==> config.mk <==
export PLATFORM = sky130hd
export DESIGN_NAME = swfs_supervisor
export DESIGN_NICKNAME = d
export VERILOG_FILES = /design/src/swfs_pkg.sv /design/src/swfs_if.sv /design/src/swfs_deglitch.sv /design/src/swfs_supervisor.sv
export SDC_FILE = /design/constraint.sdc
export NUM_CORES = 1
export LEC_CHECK = 0
export ABC_AREA = 1
export BUFFER_PORTS_ARGS = -buffer_cell sky130_fd_sc_hd__clkbuf_2
export CORE_UTILIZATION = 40
export DETAILED_ROUTE_END_ITERATION = 12
export PLACE_DENSITY_LB_ADDON = 0.1
export SLEW_MARGIN = 5
export SYNTH_ARGS = -nofsm -noshare
export SYNTH_HDL_FRONTEND = slang
export SYNTH_SLANG_ARGS = --single-unit
==> constraint.sdc <==
create_clock -name core_clk -period 4.5 [get_ports core_clk]
set_clock_uncertainty 0.05 [all_clocks]
set_input_delay 0.45 -clock core_clk [delete_from_list [all_inputs] [get_ports core_clk]]
set_output_delay 0.45 -clock core_clk [all_outputs]
set_load 0.01 [all_outputs]
==> src/swfs_pkg.sv <==
/*
 Package for the supply, wake and fail-mode supervisor: timing counts,
 channel count and status bit positions. Assumes a 25 MHz core clock.
*/
package swfs_pkg;
    localparam int          CLK_HZ        = 25000000;
    localparam int          NUM_CH        = 4;
    // Deglitch interval in microseconds, and the derived count (whole MHz, rounded down, at least one cycle)
    localparam int          DGL_US        = 200;
    localparam int          DGL_CYC       = (DGL_US * (CLK_HZ / 1000000) + 0) < 1 ? 1 :
                                            DGL_US * (CLK_HZ / 1000000);
    localparam int          DGL_W         = 13;
    localparam logic [12:0] DGL_MAX       = 13'(DGL_CYC);
    // Device status word bit positions
    localparam int          ST_FAILFORCE  = 0;
    localparam int          ST_SPIF       = 1;
    localparam int          ST_FAILMODE   = 2;
    localparam int          ST_W          = 8;
    localparam logic [7:0]  ST_RESET      = 8'h00;
    // Fault flag bit positions
    localparam int          FLT_OPENLOAD  = 0;
    localparam int          FLT_SHORTBAT  = 1;
    localparam int          FLT_SEVSHORT  = 2;
    localparam int          FLT_OVERCUR   = 3;
    localparam int          FLT_OVERTEMP  = 4;
    localparam int          FLT_CLKFAIL   = 5;
    localparam int          FLT_UNDERV    = 6;
    localparam int          FLT_OVERV     = 7;
    localparam int          FLT_W         = 8;
    localparam logic [7:0]  FLT_RESET     = 8'h00;

    typedef enum {SWFS_OFF, SWFS_SLEEP, SWFS_NORMAL, SWFS_FAIL} swfs_mode_t;
endpackage

==> src/swfs_if.sv <==
/*
 Interface carrying one raw pin into a deglitch filter and its filtered
 level back. Assumes one clock shared by both ends.
*/
`timescale 1ns/1ps
interface swfs_dgl_if;
    logic raw;
    logic filt;
    modport filter (input raw, output filt);
    modport user   (output raw, input filt);
endinterface

==> src/swfs_deglitch.sv <==
/*
 Three-flop synchroniser and symmetric deglitch counter for one pin.
 Assumes a synchronous active-low reset copy from the top module.
*/
`timescale 1ns/1ps
module swfs_deglitch
    import swfs_pkg::*;
(
    // Clock and reset
    input wire logic        clk,
    input wire logic        rstN,
    // Pin
    swfs_dgl_if.filter      dgl
);
    logic [2:0]       syncR;
    logic [2:0]       syncNxt;
    logic [DGL_W-1:0] cntR;
    logic [DGL_W-1:0] cntNxt;
    logic             filtR;
    logic             filtNxt;

    always_comb begin
        syncNxt = {syncR[1:0], dgl.raw};
        cntNxt  = '0;
        filtNxt = filtR;
        // Level changes only once stages two and three agree
        if (syncR[2] == syncR[1] && syncR[2] != filtR) begin
            cntNxt = cntR + 1'b1;
            if (cntR + 1'b1 >= DGL_MAX) begin
                filtNxt = syncR[2];
                cntNxt  = '0;
            end
        end
    end

    always_ff @(posedge clk or negedge rstN) begin
        if (!rstN) begin
            syncR <= 3'h0;
            cntR  <= '0;
            filtR <= 1'b0;
        end else begin
            syncR <= syncNxt;
            cntR  <= cntNxt;
            filtR <= filtNxt;
        end
    end

    assign dgl.filt = filtR;
endmodule

==> src/swfs_supervisor.sv <==
/*
 Supply, wake and fail-mode supervisor for a quad high-side switch.
 Supply-detect levels, ground-loss, wake, watchdog and fault events come
 from analog and SPI blocks outside as levels in this clock domain;
 fail-force and direct-input pins from the host pass the deglitch filter.
//Summary of operation
//- Logic runs only while wake is 1; otherwise sleep.
//- Reset pin low and woken by other source: drive clock pin high.
//- Sleep or woken by reset pin: clock pin left as input.
//- Both supplies lost: outputs off, registers and faults cleared.
//- Battery lost, logic supply valid: registers and faults kept.
//- Battery lost: channels off, external drive follows its SPI bit.
//- Battery lost: no wake report on the clock pin.
//- Logic supply lost with battery valid: enter watchdog timeout handling.
//- No valid SPI read data without the logic supply.
//- Ground lost: channels one to four off.
//- Normal mode: channels driven by the PWM module from SPI settings.
//- Report eight fault classes through SPI.
//- Direct inputs honoured only in fail mode; no logic supply needed.
//- Fail-force input at 1 enters fail mode.
//- Fail mode: each channel follows its direct input.
//- Fail-force level readable in device status register seven.
//- Fail-force must hold 1 beyond about 200 us first.
//- SPI communication error or watchdog timeout enters fail mode.
*/
`timescale 1ns/1ps
module swfs_supervisor
    import swfs_pkg::*;
(
    // Clock and reset
    input  wire logic              core_clk,
    input  wire logic              rst_n,
    // Supply and ground monitors
    input  wire logic              batOk,
    input  wire logic              logicSupplyOk,
    input  wire logic              gndOk,
    // Wake sources
    input  wire logic              wakeReq,
    input  wire logic              wakeByResetPin,
    // Host pins
    input  wire logic              activeLowResetPinN,
    input  wire logic              failForcePin,
    input  wire logic [NUM_CH-1:0] directChannelInputs,
    input  wire logic              clkPinIn,
    output logic                   clkPinOut,
    output logic                   clkPinOe,
    // SPI side
    input  wire logic              spiError,
    input  wire logic              spiWatchdogTimeout,
    input  wire logic              spiReadValid,
    input  wire logic [15:0]       spiReadData,
    output logic [15:0]            spiReadOut,
    output logic                   spiReadOutValid,
    input  wire logic              extDriveSpiBit,
    // PWM and fault sources
    input  wire logic [NUM_CH-1:0] pwmChannels,
    input  wire logic [FLT_W-1:0]  faultEvents,
    input  wire logic              faultClear,
    // Outputs
    output logic [NUM_CH-1:0]      power_channel_outputs,
    output logic                   external_switch_drive_output,
    output logic [FLT_W-1:0]       faultFlags,
    output logic [ST_W-1:0]        deviceStatus7,
    output logic                   failModeActive,
    output logic                   awake,
    output logic                   clkPinSeen
);
    // Reset release through two flops
    logic [1:0] rstSyncR;
    always_ff @(posedge core_clk or negedge rst_n) begin
        if (!rst_n) begin
            rstSyncR <= 2'b00;
        end else begin
            rstSyncR <= {rstSyncR[0], 1'b1};
        end
    end
    logic rstN;
    assign rstN = rstSyncR[1];

    // Full-length filter delays fail entry, but short spikes cannot force it
    // deglitched fail-force
    // pull-down, so undriven pins look low
    swfs_dgl_if failIf ();
    assign failIf.raw = failForcePin === 1'b1;
    swfs_deglitch uFailDgl (
        .clk  (core_clk),
        .rstN (rstN),
        .dgl  (failIf.filter)
    );

    logic [NUM_CH-1:0] directFilt;
    genvar gi;
    generate
        for (gi = 0; gi < NUM_CH; gi++) begin : gDirect
            swfs_dgl_if dirIf ();
            assign dirIf.raw = directChannelInputs[gi] === 1'b1;
            swfs_deglitch uDirDgl (
                .clk  (core_clk),
                .rstN (rstN),
                .dgl  (dirIf.filter)
            );
            assign directFilt[gi] = dirIf.filt;
        end
    endgenerate

    // Three-flop sampler for the clock pin read-back and the reset pin
    logic [2:0] clkPinSyncR;
    logic [2:0] rstPinSyncR;
    logic       clkSeenR;
    logic       rstPinR;
    always_ff @(posedge core_clk or negedge rstN) begin
        if (!rstN) begin
            clkPinSyncR <= 3'h0;
            // Reset pin idles high; starting high avoids a false wake report
            rstPinSyncR <= 3'h7;
            clkSeenR    <= 1'b0;
            rstPinR     <= 1'b1;
        end else begin
            clkPinSyncR <= {clkPinSyncR[1:0], clkPinIn};
            rstPinSyncR <= {rstPinSyncR[1:0], activeLowResetPinN};
            if (clkPinSyncR[2] == clkPinSyncR[1]) begin
                clkSeenR <= clkPinSyncR[2];
            end
            if (rstPinSyncR[2] == rstPinSyncR[1]) begin
                rstPinR <= rstPinSyncR[2];
            end
        end
    end

    // Mode, latched SPI failure and faults
    swfs_mode_t        modeR;
    swfs_mode_t        modeNxt;
    logic              spiFailR;
    logic              spiFailNxt;
    logic [FLT_W-1:0]  faultR;
    logic [FLT_W-1:0]  faultNxt;
    logic              powerOff;
    logic              batLost;
    logic              commFail;

    assign powerOff = !batOk && !logicSupplyOk;
    assign batLost  = !batOk && logicSupplyOk;
    // missing logic supply is handled as watchdog timeout
    assign commFail = spiError || spiWatchdogTimeout || (batOk && !logicSupplyOk);

    always_comb begin
        modeNxt    = modeR;
        spiFailNxt = spiFailR;
        faultNxt   = faultR;
        if (powerOff) begin
            modeNxt    = SWFS_OFF;
            spiFailNxt = 1'b0;
            faultNxt   = FLT_RESET;
        end else if (batLost) begin
            // retain state while the battery is away
            modeNxt    = modeR;
        end else begin
            // sticky fault classes; a new event beats a clear
            faultNxt = (faultClear ? FLT_RESET : faultR) | faultEvents;
            if (commFail) begin
                spiFailNxt = 1'b1;
            end
            case (modeR)
                SWFS_OFF, SWFS_SLEEP: begin
                    if (wakeReq) begin
                        modeNxt = (failIf.filt || commFail) ? SWFS_FAIL : SWFS_NORMAL;
                    end else begin
                        modeNxt = SWFS_SLEEP;
                    end
                end
                SWFS_NORMAL: begin
                    if (!wakeReq) begin
                        modeNxt = SWFS_SLEEP;
                    end else if (failIf.filt || commFail) begin
                        modeNxt = SWFS_FAIL;
                    end
                end
                SWFS_FAIL: begin
                    if (!wakeReq) begin
                        modeNxt = SWFS_SLEEP;
                    end else if (!failIf.filt && !commFail) begin
                        // Failure flag drops on fail-to-normal
                        modeNxt    = SWFS_NORMAL;
                        spiFailNxt = 1'b0;
                    end
                end
                default: modeNxt = SWFS_OFF;
            endcase
        end
    end

    always_ff @(posedge core_clk or negedge rstN) begin
        if (!rstN) begin
            modeR    <= SWFS_OFF;
            spiFailR <= 1'b0;
            faultR   <= FLT_RESET;
        end else begin
            modeR    <= modeNxt;
            spiFailR <= spiFailNxt;
            faultR   <= faultNxt;
        end
    end

    // Output stage, all registered: one extra cycle,
    // but the pins never glitch while the mode decodes
    logic [NUM_CH-1:0] chNxt;
    logic [NUM_CH-1:0] chR;
    logic              extNxt;
    logic              extR;
    logic              clkOeNxt;
    logic              clkOeR;
    logic [15:0]       rdNxt;
    logic [15:0]       rdR;
    logic              rdVNxt;
    logic              rdVR;

    always_comb begin
        chNxt    = '0;
        extNxt   = 1'b0;
        clkOeNxt = 1'b0;
        rdNxt    = 16'h0000;
        rdVNxt   = 1'b0;
        case (modeR)
            // PWM drives channels in normal mode
            SWFS_NORMAL: begin
                chNxt  = pwmChannels;
                extNxt = extDriveSpiBit;
            end
            SWFS_FAIL: chNxt = directFilt;
            default: chNxt = '0;
        endcase
        // channels off, external drive keeps SPI bit
        if (batLost) begin
            chNxt  = '0;
            extNxt = extDriveSpiBit;
        end
        if (!gndOk || powerOff) begin
            chNxt = '0;
        end
        if (powerOff) begin
            extNxt = 1'b0;
        end
        // report wake while reset pin is low
        // stays input in sleep or reset-pin wake
        if ((modeR == SWFS_NORMAL || modeR == SWFS_FAIL) && !rstPinR
            && !wakeByResetPin && batOk) begin
            clkOeNxt = 1'b1;
        end
        // read data only with logic supply present
        if (logicSupplyOk && spiReadValid) begin
            rdNxt  = spiReadData;
            rdVNxt = 1'b1;
        end
    end

    always_ff @(posedge core_clk or negedge rstN) begin
        if (!rstN) begin
            chR    <= '0;
            extR   <= 1'b0;
            clkOeR <= 1'b0;
            rdR    <= 16'h0000;
            rdVR   <= 1'b0;
        end else begin
            chR    <= chNxt;
            extR   <= extNxt;
            clkOeR <= clkOeNxt;
            rdR    <= rdNxt;
            rdVR   <= rdVNxt;
        end
    end

    assign power_channel_outputs        = chR;
    assign external_switch_drive_output = extR;
    assign clkPinOut                    = clkOeR;
    assign clkPinOe                     = clkOeR;
    assign spiReadOut                   = rdR;
    assign spiReadOutValid              = rdVR;
    assign faultFlags                   = faultR;
    assign failModeActive               = modeR == SWFS_FAIL;
    assign awake                        = modeR == SWFS_NORMAL || modeR == SWFS_FAIL;
    assign clkPinSeen                   = clkSeenR;

    always_comb begin
        deviceStatus7               = ST_RESET;
        deviceStatus7[ST_FAILFORCE] = failIf.filt;
        deviceStatus7[ST_SPIF]      = spiFailR;
        deviceStatus7[ST_FAILMODE]  = modeR == SWFS_FAIL;
    end
endmodule

# ---- Word level (Yosys, flattened, before mapping)
# Cells that the tools add are included.
dict set report totals {
  register_bits 159
  input_bits 47
  output_inout_bits 43
  elab_cells 134
}
dict set report op_classes {
  addsub 5
  n_lt_le_gt_ge 5
  n_eq_ne 25
  n_mux 37
  n_bitwise 1
  n_reduce_logical 33
}
# op count
set ops {}
lappend ops {{2-to-1 mux 32 bit} 6}
lappend ops {{2-to-1 mux 13 bit} 10}
lappend ops {{case mux 32 bit (3 select lines)} 1}
lappend ops {{adder 13 x 1 -> 13 bit, second input constant} 5}
lappend ops {{>= comparator 13 bit, second input constant} 5}
lappend ops {{equality test 32 x 2 -> 1 bit, second input constant} 2}
lappend ops {{equality test 32 x 3 -> 1 bit, second input constant} 2}
lappend ops {{equality test 32 x 1 -> 1 bit, second input constant} 1}
lappend ops {{zero test 32 bit} 1}
lappend ops {{2-to-1 mux 8 bit} 3}
lappend ops {{2-to-1 mux 16 bit} 1}
lappend ops {{logical AND 1 bit} 13}
lappend ops {{2-to-1 mux 1 bit} 12}
lappend ops {{AND reduction 2 bit} 5}
lappend ops {{2-to-1 mux 4 bit} 2}
lappend ops {{!= test 4 bit, second input constant} 2}
lappend ops {{bitwise OR 8 bit} 1}
lappend ops {{case mux 4 bit (2 select lines)} 1}
lappend ops {{equality test 1 bit} 7}
lappend ops {{zero test 1 bit} 7}
lappend ops {{case equality test 1 bit, second input constant} 5}
lappend ops {{logical OR 1 bit} 5}
lappend ops {{!= test 1 bit} 5}
lappend ops {{AND reduction 3 bit} 1}
lappend ops {{3 further kinds} 3}

# ---- Depth between registers and ports, before layout
# Gate-level depths: netlist of the first run.
dict set report depth {
  depth_word 10
  ltp_mapped 13
  mapped_depth_nobuf 12
}

# ---- Hierarchy
# From an unflattened synthesis of the first run, not the netlist that was laid out.
dict set report hier_totals {
  hier_cells 756
  area_unflattened_um2 6781.5
}
# mod instances cells_per_inst area_each_um2 seq_area_each_um2
set by_module_without_submodules {}
lappend by_module_without_submodules {swfs_deglitch 5 120 1024.7 425.4}
lappend by_module_without_submodules {swfs_supervisor 1 156 1657.8 1106.1}

# ---- Worst setup path after synthesis of the first run
# OpenSTA, ideal clock, no wires.
dict set report synth_timing {
  kind {reg-to-reg}
  from {register gDirect[3].uDirDgl.cntR[0]}
  to {register gDirect[3].uDirDgl.cntR[6]}
  setup_time_ns 0.116
  arrival_time_ns 1.584
  t_required_ns 4.334
  path_slack_ns 2.750
  stages_incl_launch_ff 11
  path_buffers 1
  synth_period_minus_slack_ns 1.750
  path_cell_list {dfrtp_1 -> ha_1 -> nand2_1 -> nor2_1 -> nand2_1 -> or2_4 -> xnor2_4 -> nand2_1 -> nand2_2 -> buf_6 -> nor2_1}
}
dict set report synth_via {
  elab_chain_len 4
}
# item line
set synth_rtl {}
lappend synth_rtl {{start: declaration} swfs_deglitch.sv:17} ;# logic [DGL_W-1:0] cntR;
lappend synth_rtl {{start signal: assignment} swfs_deglitch.sv:43} ;# cntR <= cntNxt;
lappend synth_rtl {{adder 13 x 1 -> 13 bit *} {swfs_deglitch.sv:28, swfs_deglitch.sv:29}}
lappend synth_rtl {{>= comparator 13 bit} swfs_deglitch.sv:29} ;# if (cntR + 1'b1 >= DGL_MAX) begin
lappend synth_rtl {{2-to-1 mux 13 bit *} swfs_deglitch.sv:29}
lappend synth_rtl {{2-to-1 mux 13 bit *} swfs_deglitch.sv:27} ;# if (syncR[2] == syncR[1] && syncR[2] != filtR) begin
lappend synth_rtl {{via gDirect[3].uDirDgl.cntNxt[6]} swfs_deglitch.sv:18} ;# logic [DGL_W-1:0] cntNxt;
# Mark *: on every way through the listed nets, which the timed path passes. The rest lies on a longest branch.
# A chain may end at the register's enable or synchronous reset.

# ---- Worst setup path in the final report of the first run
dict set report layout_timing {
  from {register gDirect[0].uDirDgl.cntR[0]}
  to {register gDirect[0].uDirDgl.cntR[8]}
}
dict set report layout_via {
  elab_chain_len 4
}
# item line
set layout_rtl {}
lappend layout_rtl {{start: declaration} swfs_deglitch.sv:17}
lappend layout_rtl {{start signal: assignment} swfs_deglitch.sv:43}
lappend layout_rtl {{adder 13 x 1 -> 13 bit *} {swfs_deglitch.sv:28, swfs_deglitch.sv:29}}
lappend layout_rtl {{>= comparator 13 bit} swfs_deglitch.sv:29}
lappend layout_rtl {{2-to-1 mux 13 bit *} swfs_deglitch.sv:29}
lappend layout_rtl {{2-to-1 mux 13 bit *} swfs_deglitch.sv:27}
lappend layout_rtl {{via gDirect[0].uDirDgl.cntNxt[8]} swfs_deglitch.sv:18}
# Marks and branches as above.

==> reports/summary.md, run 1 <==
The run gives 0.006068 mm^2 as the post-synth design cell area. In this run the number of H-tree levels came out at 4. The tools report the area of placed instances as 0.006589 mm^2. The run gives 0 as the final antenna-violating net count. TritonCTS built the clock tree. Overall power consumption after layout is estimated at 2.906 mW. Pin count of the biggest net entering global routing: 110. The run gives 0 as the final setup violation count.

The worst hold path startpoint is activeLowResetPinN. TritonCTS created 17 clock buffers. The number of vias in the routed layout came out at 4787. The most common cell in the netlist is nand2_1. The initial detailed-routing violation count was 206.

STA classifies the critical path startpoint as a flop. The die span in x was 125.2 um. Data on the critical path is required at its endpoint by 4.79 ns. In this run the register-to-register setup slack is 2.50 ns. During I/O placement, the number of pins put on the boundary was 90.

The logic gate share of total power is 0.051. Arrival time at the worst endpoint: 2.29 ns. Total number of placement rows: 44. The share of power burned in registers is 0.423, and the switching share of total power is 0.2194. Dividing total power by cell area gives a power density of 400.3 mW/mm^2.

The cell type with the largest total area after synthesis was dfrtp_1. The tools report the hold violation count in the final report as 0. Setup repair after global routing left no endpoint under its margin.

Layout-stage area growth over the synthesis result: 19.63%. For the pin with the worst max-slew slack, the measured transition is 0.5752 ns. Synthesis inferred 129 register bits. In this run the worst hold path is classified as input pin to flop. The first global-routing pass estimated 21650 um of wire. The internal portion of the total power is 2.268 mW. For the number of antenna violations at the first check in global routing, the log shows 0.

The clock group share of total power came out at 0.526. Static timing analysis puts the maximum clock frequency at 0.4996 GHz. The tools report the number of max-capacitance violations reported as 0.

The highest fanout seen on the critical path works out to 13. For the layout filler cell count, the log shows 1419. The tools report the detailed-router iteration count before antenna repair as 10.

For this design the static power due to leakage is 3.438 nW. In the routed design, unresolved DRC markers number 4. The via-per-instance ratio works out to 4.639. Dividing the detail-routed wire length by the instance count gives 11.68 um. The repair_antennas step left the layout with diodes totalling 0. The final cycle utilization of the critical path came out at 0.4448. Input and output buffers added on the ports amount to 84. STA classifies the critical path endpoint as a flop. The cell count of the worst reg-to-reg path works out to 11. The run gives 0.6165 as the max-slew headroom at the worst pin.

After technology mapping, the gate count stands at 749. The clock reaches the later pin of the worst-skew pair after 0.42 ns. The part of the Yosys area used for sequential elements is 0.5328, and the number of synthesized flops with an enable pin is 0. The depth of the worst hold-timing path is 1, and the clock period minus final worst setup slack is 2.002 ns.

The setup TNS was 0 ns; the post-cts hold buffer count was 1. The wire-length estimate of the detail-placed layout is 8628 um. During synthesis, Yosys emitted a total of 0 warnings. The run gives 887 as the net total in the final layout.

The run gives 0.01567 mm^2 as the area of the die. The share of layout cells above drive strength 1 works out to 0.1616. The run finished, with violations left. VDD sags by at most 393.9 uV. On the final layout, the worst hold slack is 0.07167 ns. The run gives 0 as the count of buffers added by post-CTS timing repair for setup.

The overall track demand over capacity in global routing came out at 0.1731. The worst register-to-register path ends at gDirect[0].uDirDgl.cntR[8]. Count of instances resized after the clock tree is built: 0. Counting instances in the post-synthesis netlist gives the leading cell types as nand2_1, nor2_1, dfrtp_1, inv_1, nand3_1. The effective utilization at floorplan is 0.4144.

The leftover overflow at the end of global routing came out at 0. Ranked by total cell area, the synthesized netlist is headed by dfrtp_1, nand2_1, nor2_1. The tree is rooted in a clkbuf_16. In this run the vertical extent of the chip is 125.2 um.

A synthesized cell averages 8.102 um^2. The tools report the via count of the first global-routing pass as 4725. The checks that failed: DRC. For this design the total switching power over the nets is 0.6375 mW.

The fraction of synthesized cell area taken by the top area cell type is 0.5155, and the placer's final routability congestion estimate is 0.7904. Clock-pin slew was measured on the worst setup and hold paths at 0.06 ns. The path with the worst hold slack has its endpoint at rstPinSyncR[0]. The proportion of synthesized flip-flops having asynchronous set or reset was 1.000. The startpoint identified for the worst register-to-register timing path is gDirect[0].uDirDgl.cntR[0]. For this design, the sink count on the clock tree is 129.

The tools report the wire length reported by the detailed router as 12050 um. For the final design area excluding fillers, the log shows 0.007259 mm^2. The longest clock path from root to sink contains 2 buffers.

The critical path is of the flop to flop type. Among all flip-flop cells after synthesis, the most frequent one is dfrtp_1. The tools report the unique cell type count in the Yosys netlist as 29. The max-slew violation total from the final report was 0. In this run the standard cell core region covers 0.01464 mm^2.
[worst max path at each step]
stage          cells past startpoint  slack [ns]                    endpoint                  startpoint
2_1_floorplan                      0        0.60                    clkPinOe                 rstSyncR[1]
3_3_place_gp                      12        2.54  gDirect[3].uDirDgl.cntR[5]  gDirect[3].uDirDgl.cntR[0]
3_5_place_dp                      12        2.50  gDirect[3].uDirDgl.cntR[6]  gDirect[3].uDirDgl.cntR[0]
4_1_cts                           12        2.50  gDirect[3].uDirDgl.cntR[6]  gDirect[3].uDirDgl.cntR[0]
5_1_grt                           12        2.22  gDirect[3].uDirDgl.cntR[4]  gDirect[3].uDirDgl.cntR[0]
6_report                          11        2.50  gDirect[0].uDirDgl.cntR[8]  gDirect[0].uDirDgl.cntR[0]
[state kept, by name, indices dropped and copies added, names as in the netlist, 2 cells and up]
| name | flops |
|---|---|
| clkPinSyncR | 3 |
| faultFlags | 8 |
| gDirect.uDirDgl.cntR | 52 |
| gDirect.uDirDgl.dgl.filt | 4 |
| gDirect.uDirDgl.syncR | 12 |
| modeR | 2 |
| power_channel_outputs | 4 |
| rstPinSyncR | 3 |
| rstSyncR | 2 |
| spiReadOut | 16 |
| uFailDgl.cntR | 13 |
| uFailDgl.syncR | 3 |
[metrics by stage]
step,setup WS (ns),cells,utilization
6_report,2.498,1032,0.4957
5_1_grt,2.217,1032,0.4957
4_1_cts,2.498,1032,0.4957
3_5_place_dp,2.502,999,0.4499
3_3_place_gp,2.538,999,0.4499
2_1_floorplan,0.5969,753,-
[cell families after synthesis]
| group | count (synthesis) | share of synthesized area |
|---|---|---|
| buf+inv | 132 | 0.09526 |
| other cells | 2 | 0.001238 |
| flops | 129 | 0.5328 |
| compound gates | 37 | 0.04144 |
| fa+ha+maj | 7 | 0.01361 |
| xor+xnor | 10 | 0.01753 |
| simple gates | 432 | 0.2981 |
[worst max-delay path: stages, from the launching register on]
cell and delay (ns):
dfrtp_1 0.40, ha_1 0.27, nand3_1 0.16, nor2_1 0.22, nand3_1 0.11, nand2_1 0.07, nand2_1 0.06, nor2_1 0.10
nand2_1 0.10, nand2_1 0.08, nand2_2 0.17, nor2_1 0.15
[power groups by stage]
stage	Clock, mW	Sequential [mW]	Combinational, mW
floorplan	0	1.27	0.0790
global placement	0	1.25	0.149
detailed placement	0	1.25	0.152
CTS	1.57	1.23	0.154
global route	1.62	1.24	0.171
finish	1.53	1.23	0.148
[cells in the final DEF, fill, tap and decap left out, types with 2 or more instances in the layout]
cell type,instances
nand3b_1,5
a32o_1,8
nand4_1,23
nand2_1,189
clkbuf_8,2
o21ai_1,3
xnor2_1,9
clkbuf_2,84
nand3_1,51
ha_1,5
nand2_2,5
dfrtp_1,124
nor3_1,5
o21bai_1,7
bufinv_16,5
conb_1,6
inv_1,109
dfstp_2,4
nor2_2,7
maj3_1,2
clkbuf_16,17
a21oi_1,11
clkinv_2,2
o21ai_0,5
clkinvlp_4,4
nor2_1,145
[layout make-up]
| class | count | area [um^2] | area share |
|---|---|---|---|
| sequential | 129 | 3237 | 0.4459 |
| multi-input combinational | 492 | 2272 | 0.3130 |
| clock buffer | 19 | 452.9 | 0.06239 |
| timing repair buffer | 86 | 450.4 | 0.06205 |
| inverter | 109 | 409.1 | 0.05636 |
| tap | 184 | 230.2 | 0.03171 |
| clock inverter | 13 | 207.7 | 0.02861 |
[per-layer routing]
layer,vias up,routed length [um],GRT usage
met5,-,0,0
met4,0,281,0.07317
met3,21,344,0.05178
met2,54,5705,0.2744
met1,2222,5722,0.2208
li1,2490,-,-
Power figures use the tool's default switching activity.
==> run 2, diff against run 1 <==
ABC_AREA = 0   (was 1)
clock period = 1.9 ns   (was 4.5 ns; I/O delays follow)
==> run 2 against run 1 <==
The run ends with setup timing left. Area after synthesis is 1.7% lower. Cell count is 3.2% lower. Sequential power is 140% higher. Non-clock buffer count is 139 higher. Sequential cell count stayed put. Maximum frequency is 0.97% lower. Utilization is 11 points higher. Global-route usage is 3.4 points higher. Sequential share of layout area is 7.6 points lower. Synthesized cell count is 22% lower. Power is 120% higher. Largest power group unchanged.
==> reports/summary.md, run 2 <==
The run finished, with violations left. The final reports fail on setup timing. For this block, the routed nets add up to 15000 um of wire. Layout-stage area growth over the synthesis result: 47.15%. Power per cell area: 727.1 mW/mm^2. The library cell used most frequently in the layout, excluding fill and tap cells, is dfrtp_1.

Of all cell types, the one taking the most synthesized area is dfrtp_1. The largest buffer count on any clock path came out at 2. By startpoint and endpoint, the worst setup path is classified as flop to flop. Counting flops per register, the top entry is gDirect.uDirDgl.cntR. The post-placement cell count was 908. Proportion of synthesized flip-flops having asynchronous set or reset: 1.000. The final cycle utilization of the critical path works out to 1.064.

The H-tree generated during clock tree synthesis spans 4 levels. In the routed layout, each cell is associated on average with a via count of 5.042. The tool flagged a number of max-cap violations equal to 0. The analysis attributes to net switching a power of 1.454 mW. The effective utilization at floorplan is 0.4103. The floorplan step set the die width to 124.1 um.

Summing over every cut layer, the via total after detailed routing is 5037. The clock group share of total power came out at 0.480. Along the worst path, the maximum fanout reaches 8. The tools report the area of placed instances as 0.007152 mm^2. In the final routed layout, each cell accounts on average for 15.01 um.

The run gives 0.01453 mm^2 as the standard cell core area. After the last flow step, the layout net total stands at 854. The switching share of total power was 0.2280. Synthesis inferred 129 register bits. 0 antenna diodes ended up in the layout. The layout has 1218 filler cells. IR analysis of the VDD net gives a maximum drop of 798.1 uV.

Among all cell types in the netlist, the one instantiated most often is dfrtp_1. The number of synthesized flops with an enable pin was 0; the flip-flop count of the largest register after layout was 52. After synthesis, the mean cell area works out to 10.21 um^2. The logs give 0.03749 ns for the worst hold margin and 0.005963 mm^2 for the post-synth design cell area. After the first detailed-routing iteration, the DRC count stood at 272. Derived from the worst setup path, the maximum achievable clock frequency is 0.4947 GHz. The share of layout cells above drive strength 1 was 0.3902; the arrival time at the worst endpoint was 2.26 ns. The post-route DRC violation count was 0; the final setup violation count was 48. Area taken by flip-flops and latches: 0.003243 mm^2. The logs give 0.2501 for the met1 capacity usage during global routing and 6 for the detailed-router iteration count before antenna repair. Setup repair after global routing could not meet its margin everywhere.

The internal power of the cells totals 4.926 mW. At the worst endpoint, the required time is 2.14 ns. Counting every instance in the synthesized netlist gives 584. The logs give 5170 for the via count of the first global-routing pass and 999 for the final cell count without fillers. The global-route wire length before repair was 24310 um; the clock transition at the register clock pins on the worst setup and hold paths after CTS was 0.06 ns. Clock tree synthesis found a total of 129 sinks. The clock period minus final worst setup slack came out at 2.021 ns.

The final antenna-violating net count was 0; the placer's final routability congestion estimate was 0.8365. The tools report the max-slew violation total from the final report as 0. The pin slew with the least headroom to its limit is 0.5973 ns. The worst hold path belongs to the class input pin to async pin. For the total CTS buffers, the log shows 17. For the worst setup margin, the log shows -0.1212 ns.

The top cell types in the final layout, fill and taps aside, are dfrtp_1, buf_4, clkbuf_2. The run gives 0.01540 mm^2 as the area of the die. 90 I/O pins were placed. The run gives 0 as the total number of yosys warnings. Ranked by total cell area, the synthesized netlist is headed by dfrtp_1, xnor2_1, nor3_1. Entering global routing, the biggest net connects 58 pins. The run gives 0 as the number of antenna violations at the first check in global routing. The run gives 0.6037 as the final core utilization.

The HPWL after detailed placement is 9718 um. met2 is the most crowded layer. The share of power burned in registers was 0.455; the height of the chip was 124.1 um. The run gives 0.003050 mm^2 as the footprint of the multi-input gates. The nature of the critical path endpoint is a flop. Clock tree root driver cell: clkbuf_16.

TritonCTS built the clock tree. By count the netlist is led by dfrtp_1, nor2_1, nand2_1, nor3_1, xnor2_1. The leftover overflow at the end of global routing is 0. In this run the core area contains 44 standard-cell rows.

Overall track demand over capacity in global routing: 0.2075. The final design area excluding fillers is 0.008775 mm^2, and the logic gate share of total power is 0.066. The tools report the part of the Yosys area used for sequential elements as 0.5422. The tools report the met2 global-route usage as 0.3557. The fraction of synthesized cell area taken by the top area cell type is 0.5245, and the max-slew headroom at the worst pin is 0.5976. Synthesis instantiated 62 different standard cells from the library. The number of buffers added on ports was 84.

STA classifies the critical path startpoint as a flop. The tools report the clock latency reported for the late side of the worst-skew pair as 0.42 ns. The analysis attributes to cell leakage a power of 3.868 nW. The most frequently used flop master after synthesis is dfrtp_1.

For the hold violation count in the final report, the log shows 0. The met3 usage in global routing was 0.04991.
[run 2: changes by cell type after synthesis, sizes merged, moves of 9 or more]
cell,before,now
a21oi,11,20
nand4,23,6
xor2,0,22
nor3,5,45
inv,109,11
o21ai,8,24
nor2,152,58
xnor2,10,37
and3,0,28
nand3,52,36
nand2,194,50
[run 2: cell families (layout without fill, tap and decap cells)]
logic type | after synthesis | after routing | synth area share
multiplexers | 6 | 6 | 0.01049
AO/OA/AOI/OAI | 83 | 83 | 0.09358
flip-flops | 129 | 129 | 0.5422
adder cells (fa/ha/maj) | 7 | 7 | 0.01385
AND/OR/NAND/NOR | 257 | 257 | 0.2159
other | 2 | 6 | 0.001259
buffers and inverters | 41 | 268 | 0.03609
XOR/XNOR | 59 | 59 | 0.08665
[run 2: final timing paths]
| check | from | endpoint | slack [ns] | depth (start not counted) |
|---|---|---|---|---|
| setup / recovery | uFailDgl.cntR[0] | uFailDgl.dgl.filt | -0.12 | 8 |
| hold / removal | rst_n | rstSyncR[1] | 0.04 | 2 |
| setup reg to reg | uFailDgl.cntR[0] | uFailDgl.dgl.filt | -0.12 | 8 |
| hold reg to reg | rstSyncR[1] | faultFlags[2] | 0.22 | 0 |
| max in group asynchronous | rstSyncR[1] | gDirect[3].uDirDgl.cntR[1] | 0.93 | 1 |
| min in group core_clk | faultEvents[6] | faultFlags[6] | 0.04 | 3 |
[run 2: power groups by stage]
stage	clock, mW	sequential, mW	combinational, mW
4_1_cts	3.14	2.90	0.402
5_1_grt	3.24	2.91	0.465
2_1_floorplan	0	2.97	0.127
3_3_place_gp	0	2.94	0.322
3_5_place_dp	0	2.95	0.330
6_report	3.06	2.90	0.419
[run 2: cell type report]
| type | count | area share |
|---|---|---|
| multi-input combinational | 418 | 0.3476 |
| sequential | 129 | 0.3696 |
| timing repair buffer | 225 | 0.1879 |
| inverter | 11 | 0.004706 |
| tap | 184 | 0.02624 |
| clock buffer | 23 | 0.05447 |
| clock inverter | 9 | 0.009411 |
[run 2: metrics by stage]
stage | setup TNS, ns | total power [mW] | setup WS, ns
2_1_floorplan | -1.449 | 3.100 | -0.1370
3_3_place_gp | -0.4737 | 3.264 | -0.05138
3_5_place_dp | -4.095 | 3.275 | -0.1312
4_1_cts | -2.037 | 6.438 | -0.08110
5_1_grt | -7.547 | 6.619 | -0.2110
6_report | -3.030 | 6.380 | -0.1212
[run 2: timing repair]
action | 4_1_cts | 5_1_grt
hold buffers | 38 | 0
buffers inserted | 8 | 12
gates resized for setup | 52 | 65
pin swaps | 20 | 37
gates cloned | 1 | 0
setup endpoints to repair | 56 | 59
endpoints found under the hold margin | 39 | 0
[run 2: critical path: stages (launching register included)]
cell	delay [ns]
dfrtp_1	0.39
ha_2	0.20
and4_4	0.26
nand2_4	0.06
o41ai_4	0.32
o221ai_2	0.19
a21oi_4	0.19
buf_6	0.15
o211ai_1	0.08
[run 2: routing by layer]
metal	part of all wire	wire (um)
met1	0.43	6520
met2	0.52	7757
met3	0.029	435
met4	0.019	283
met5	0	0
==> run 3, diff against run 2 <==
ABC_AREA = 1   (was 0)
==> run 3 against run 2 <==
Critical path type unchanged. Via count is 3.4% higher. The flow now finishes without violations. Largest power group unchanged. Register-to-register slack better by 0.23 ns. Utilization decreased by 4.4 points. Non-clock buffer count decreased by 61. Sequential share of layout area is 2.6 points higher. Sequential power about the same. Setup slack better by 0.23 ns.
==> reports/summary.md, run 3 (synthesis results as in run 1) <==
The flow ran to the end, and the final reports show no timing, DRC or antenna violations. For the number of max-capacitance violations reported, the log shows 0. The tools report the number of antenna violations at the first check in global routing as 0. CTS placed an instance of clkbuf_16 at the clock tree root. The layout-stage area growth over the synthesis result came out at 35.13%.

The worst register-to-register path begins at gDirect[1].uDirDgl.cntR[0]. The pin count of the biggest net entering global routing is 37. The die is 125.2 um tall. The worst IR drop on VDD is 569.1 uV, and the global-route wire length before repair is 22470 um. The share of power burned in registers came out at 0.433. The tools report the number of levels the H-tree was split into as 4. The tools report the required time of the critical path as 2.19 ns. After clock tree synthesis, the clock-pin slew on the worst setup and hold paths is 0.06 ns. The final layout contains 970 nets. The congestion estimate from routability-driven global placement came to 0.8230. Setup repair after global routing could not meet its margin everywhere. Setup total negative slack on the finished layout was measured at 0 ns.

The number of vias in the routed layout was 5210; the highest fanout seen on the critical path was 7. For this block, the initial DRC count from the detailed router was 160. The cell that appears most often on the critical path is nand3_1.

The largest incremental delay on the critical path was 0.39 ns; the arrival time at the worst endpoint was 2.09 ns. The worst setup path is captured at a flop. The logs give 2 for the largest buffer count on any clock path and 5064 for the via count of the first global-routing pass. Setup violations remaining at the end of the flow were counted as 0. The tightest hold path in the finished design has a slack of 0.04265 ns.

The clock group share of total power is 0.491, and the die span in x is 125.2 um. The standard cell core area was 0.01464 mm^2; the final cycle utilization of the critical path was 0.9435. Timing analysis after detailed placement gives a worst setup slack of 0.02576 ns. Row generation in the floorplan step produced 44 rows. The run gives 0 as the hold violation count in the final report.

For the max-slew violation total from the final report, the log shows 0. The wire length reported by the detailed router was 13870 um; the average detailed-routed wire length per instance was 12.44 um. In this run the critical register-to-register path is captured at gDirect[1].uDirDgl.cntR[8]. For the net switching power, the log shows 1.556 mW. The pin slew with the least headroom to its limit works out to 0.6805 ns. The type of element launching the critical path was a flop. Via-per-instance ratio: 4.673. Power spread over the standard cell area amounts to 820.6 mW/mm^2.

The leftover overflow at the end of global routing is 0. In this run, CTS created clock tree buffers numbering 17. The internal portion of the total power is 5.173 mW. Leaving out fill and tap cells, the most frequent cells in the layout are nand2_1, dfrtp_1, nor2_1. Share of layout cells above drive strength 1: 0.2546.

The logic gate share of total power is 0.076. The detail route stage leaves a number of antenna-violating nets equal to 0. 90 I/O pins were placed. Worst hold path startpoint: wakeReq. In this run the worst hold path is classified as input pin to flop. The post-route DRC violation count was 0; the depth of the worst hold-timing path was 3. Switching share of total power: 0.2312. The critical path goes through ha_2 -> buf_4 -> nand3_1 -> nand2_1 -> nand2_1 -> nor2_2 -> nand3_1 -> nand3_1 -> nand2_2 -> nand2_2 -> nand2_4 -> nor2_1.

Register name with the most flops: gDirect.uDirDgl.cntR. The logs give 0.4144 for the effective utilization at floorplan and 3.840 nW for the reported leakage power. The flip-flop count of the largest register after layout is 52. The number of antenna diodes in the final layout is 0. For the worst-skew pair, the clock arrives at the later sink with an insertion delay of 0.42 ns. The tools report the max-slew headroom at the worst pin as 0.5464. Leaving out fill and tap cells, the most frequent cell in the layout is nand2_1. The worst register-to-register path has a depth of 12. The setup check on the worst reg-to-reg path leaves a slack of 0.11 ns. Timing would allow up to 0.5579 GHz. The detailed-router iteration count before antenna repair came out at 6.

The number of clock sinks seen by CTS is 129, and the number of buffers added on ports is 84. The worst hold path terminates at modeR[1]. The run gives 0.1802 as the overall track demand over capacity in global routing. The classification of the worst setup path is flop to flop.

The detailed-placement wirelength estimate is 9424 um. The slowest library cell on the worst path was dfrtp_1. The tools report the area of the die as 0.01567 mm^2. TritonCTS built the clock tree.

The worst setup margin was 0.1074 ns; the clock period minus final worst setup slack was 1.793 ns.
## run 3: power by group through the flow
stage / combinational, mW / sequential (mW) / clock [mW]
CTS: 0.469 / 2.91 / 3.39
floorplan: 0.187 / 3.00 / 0
detailed placement: 0.403 / 2.96 / 0
finish: 0.511 / 2.92 / 3.30
global placement: 0.392 / 2.96 / 0
global route: 0.569 / 2.93 / 3.50
## run 3: through the flow
step                instance area, um^2  cells    util  total power [mW]
finish                             8200   1115  0.5600             6.729
floorplan                          6087    753       -             3.184
global route                       8200   1115  0.5600             6.996
detailed placement                 6857   1033  0.4682             3.365
CTS                                7848   1103  0.5359             6.772
global placement                   6857   1033  0.4682             3.348
## run 3: cell type report
type	count	area, um^2
clock buffer	19	442.9
sequential	129	3241
multi-input combinational	497	2570
tap	184	230.2
inverter	109	409.1
fill	1330	6444
timing repair buffer	164	1145
clock inverter	13	162.7
## run 3: metal layers
metal  track usage  up-vias  wire (um)
li1              -     2660          -
met1        0.2126     2453       6044
met2        0.3079       69       7106
met3       0.04322       28        383
met4       0.08895        0        331
met5             0        -          0
## run 3: worst max-delay path by stage
| stage | start | endpoint | slack [ns] |
|---|---|---|---|
| 5_1_grt | uFailDgl.cntR[1] | uFailDgl.dgl.filt | -0.06 |
| 2_1_floorplan | gDirect[3].uDirDgl.cntR[0] | gDirect[3].uDirDgl.cntR[6] | 0.15 |
| 3_5_place_dp | uFailDgl.cntR[1] | uFailDgl.cntR[6] | 0.03 |
| 6_report | gDirect[1].uDirDgl.cntR[0] | gDirect[1].uDirDgl.cntR[8] | 0.11 |
| 3_3_place_gp | uFailDgl.cntR[0] | uFailDgl.cntR[0] | 0.05 |
| 4_1_cts | gDirect[0].uDirDgl.cntR[1] | gDirect[0].uDirDgl.cntR[5] | 0.03 |
## run 3: worst max-delay path: cells and delay by family, from the launching register on
kind | cells | cell delay, ns
adders and majority gates | 1 | 0.21
and+or+nand+nor | 10 | 0.96
DFF | 1 | 0.39
buffers and inverters | 1 | 0.11
## run 3: repair_timing
| action | CTS | global route |
|---|---|---|
| buffers inserted | 0 | 7 |
| setup endpoints to repair | 1 | 70 |
| gates cloned | 0 | 5 |
| pin swaps | 0 | 17 |
| resized for setup | 1 | 76 |
| endpoints found under the hold margin | 39 | 0 |
| hold buffers | 38 | 0 |
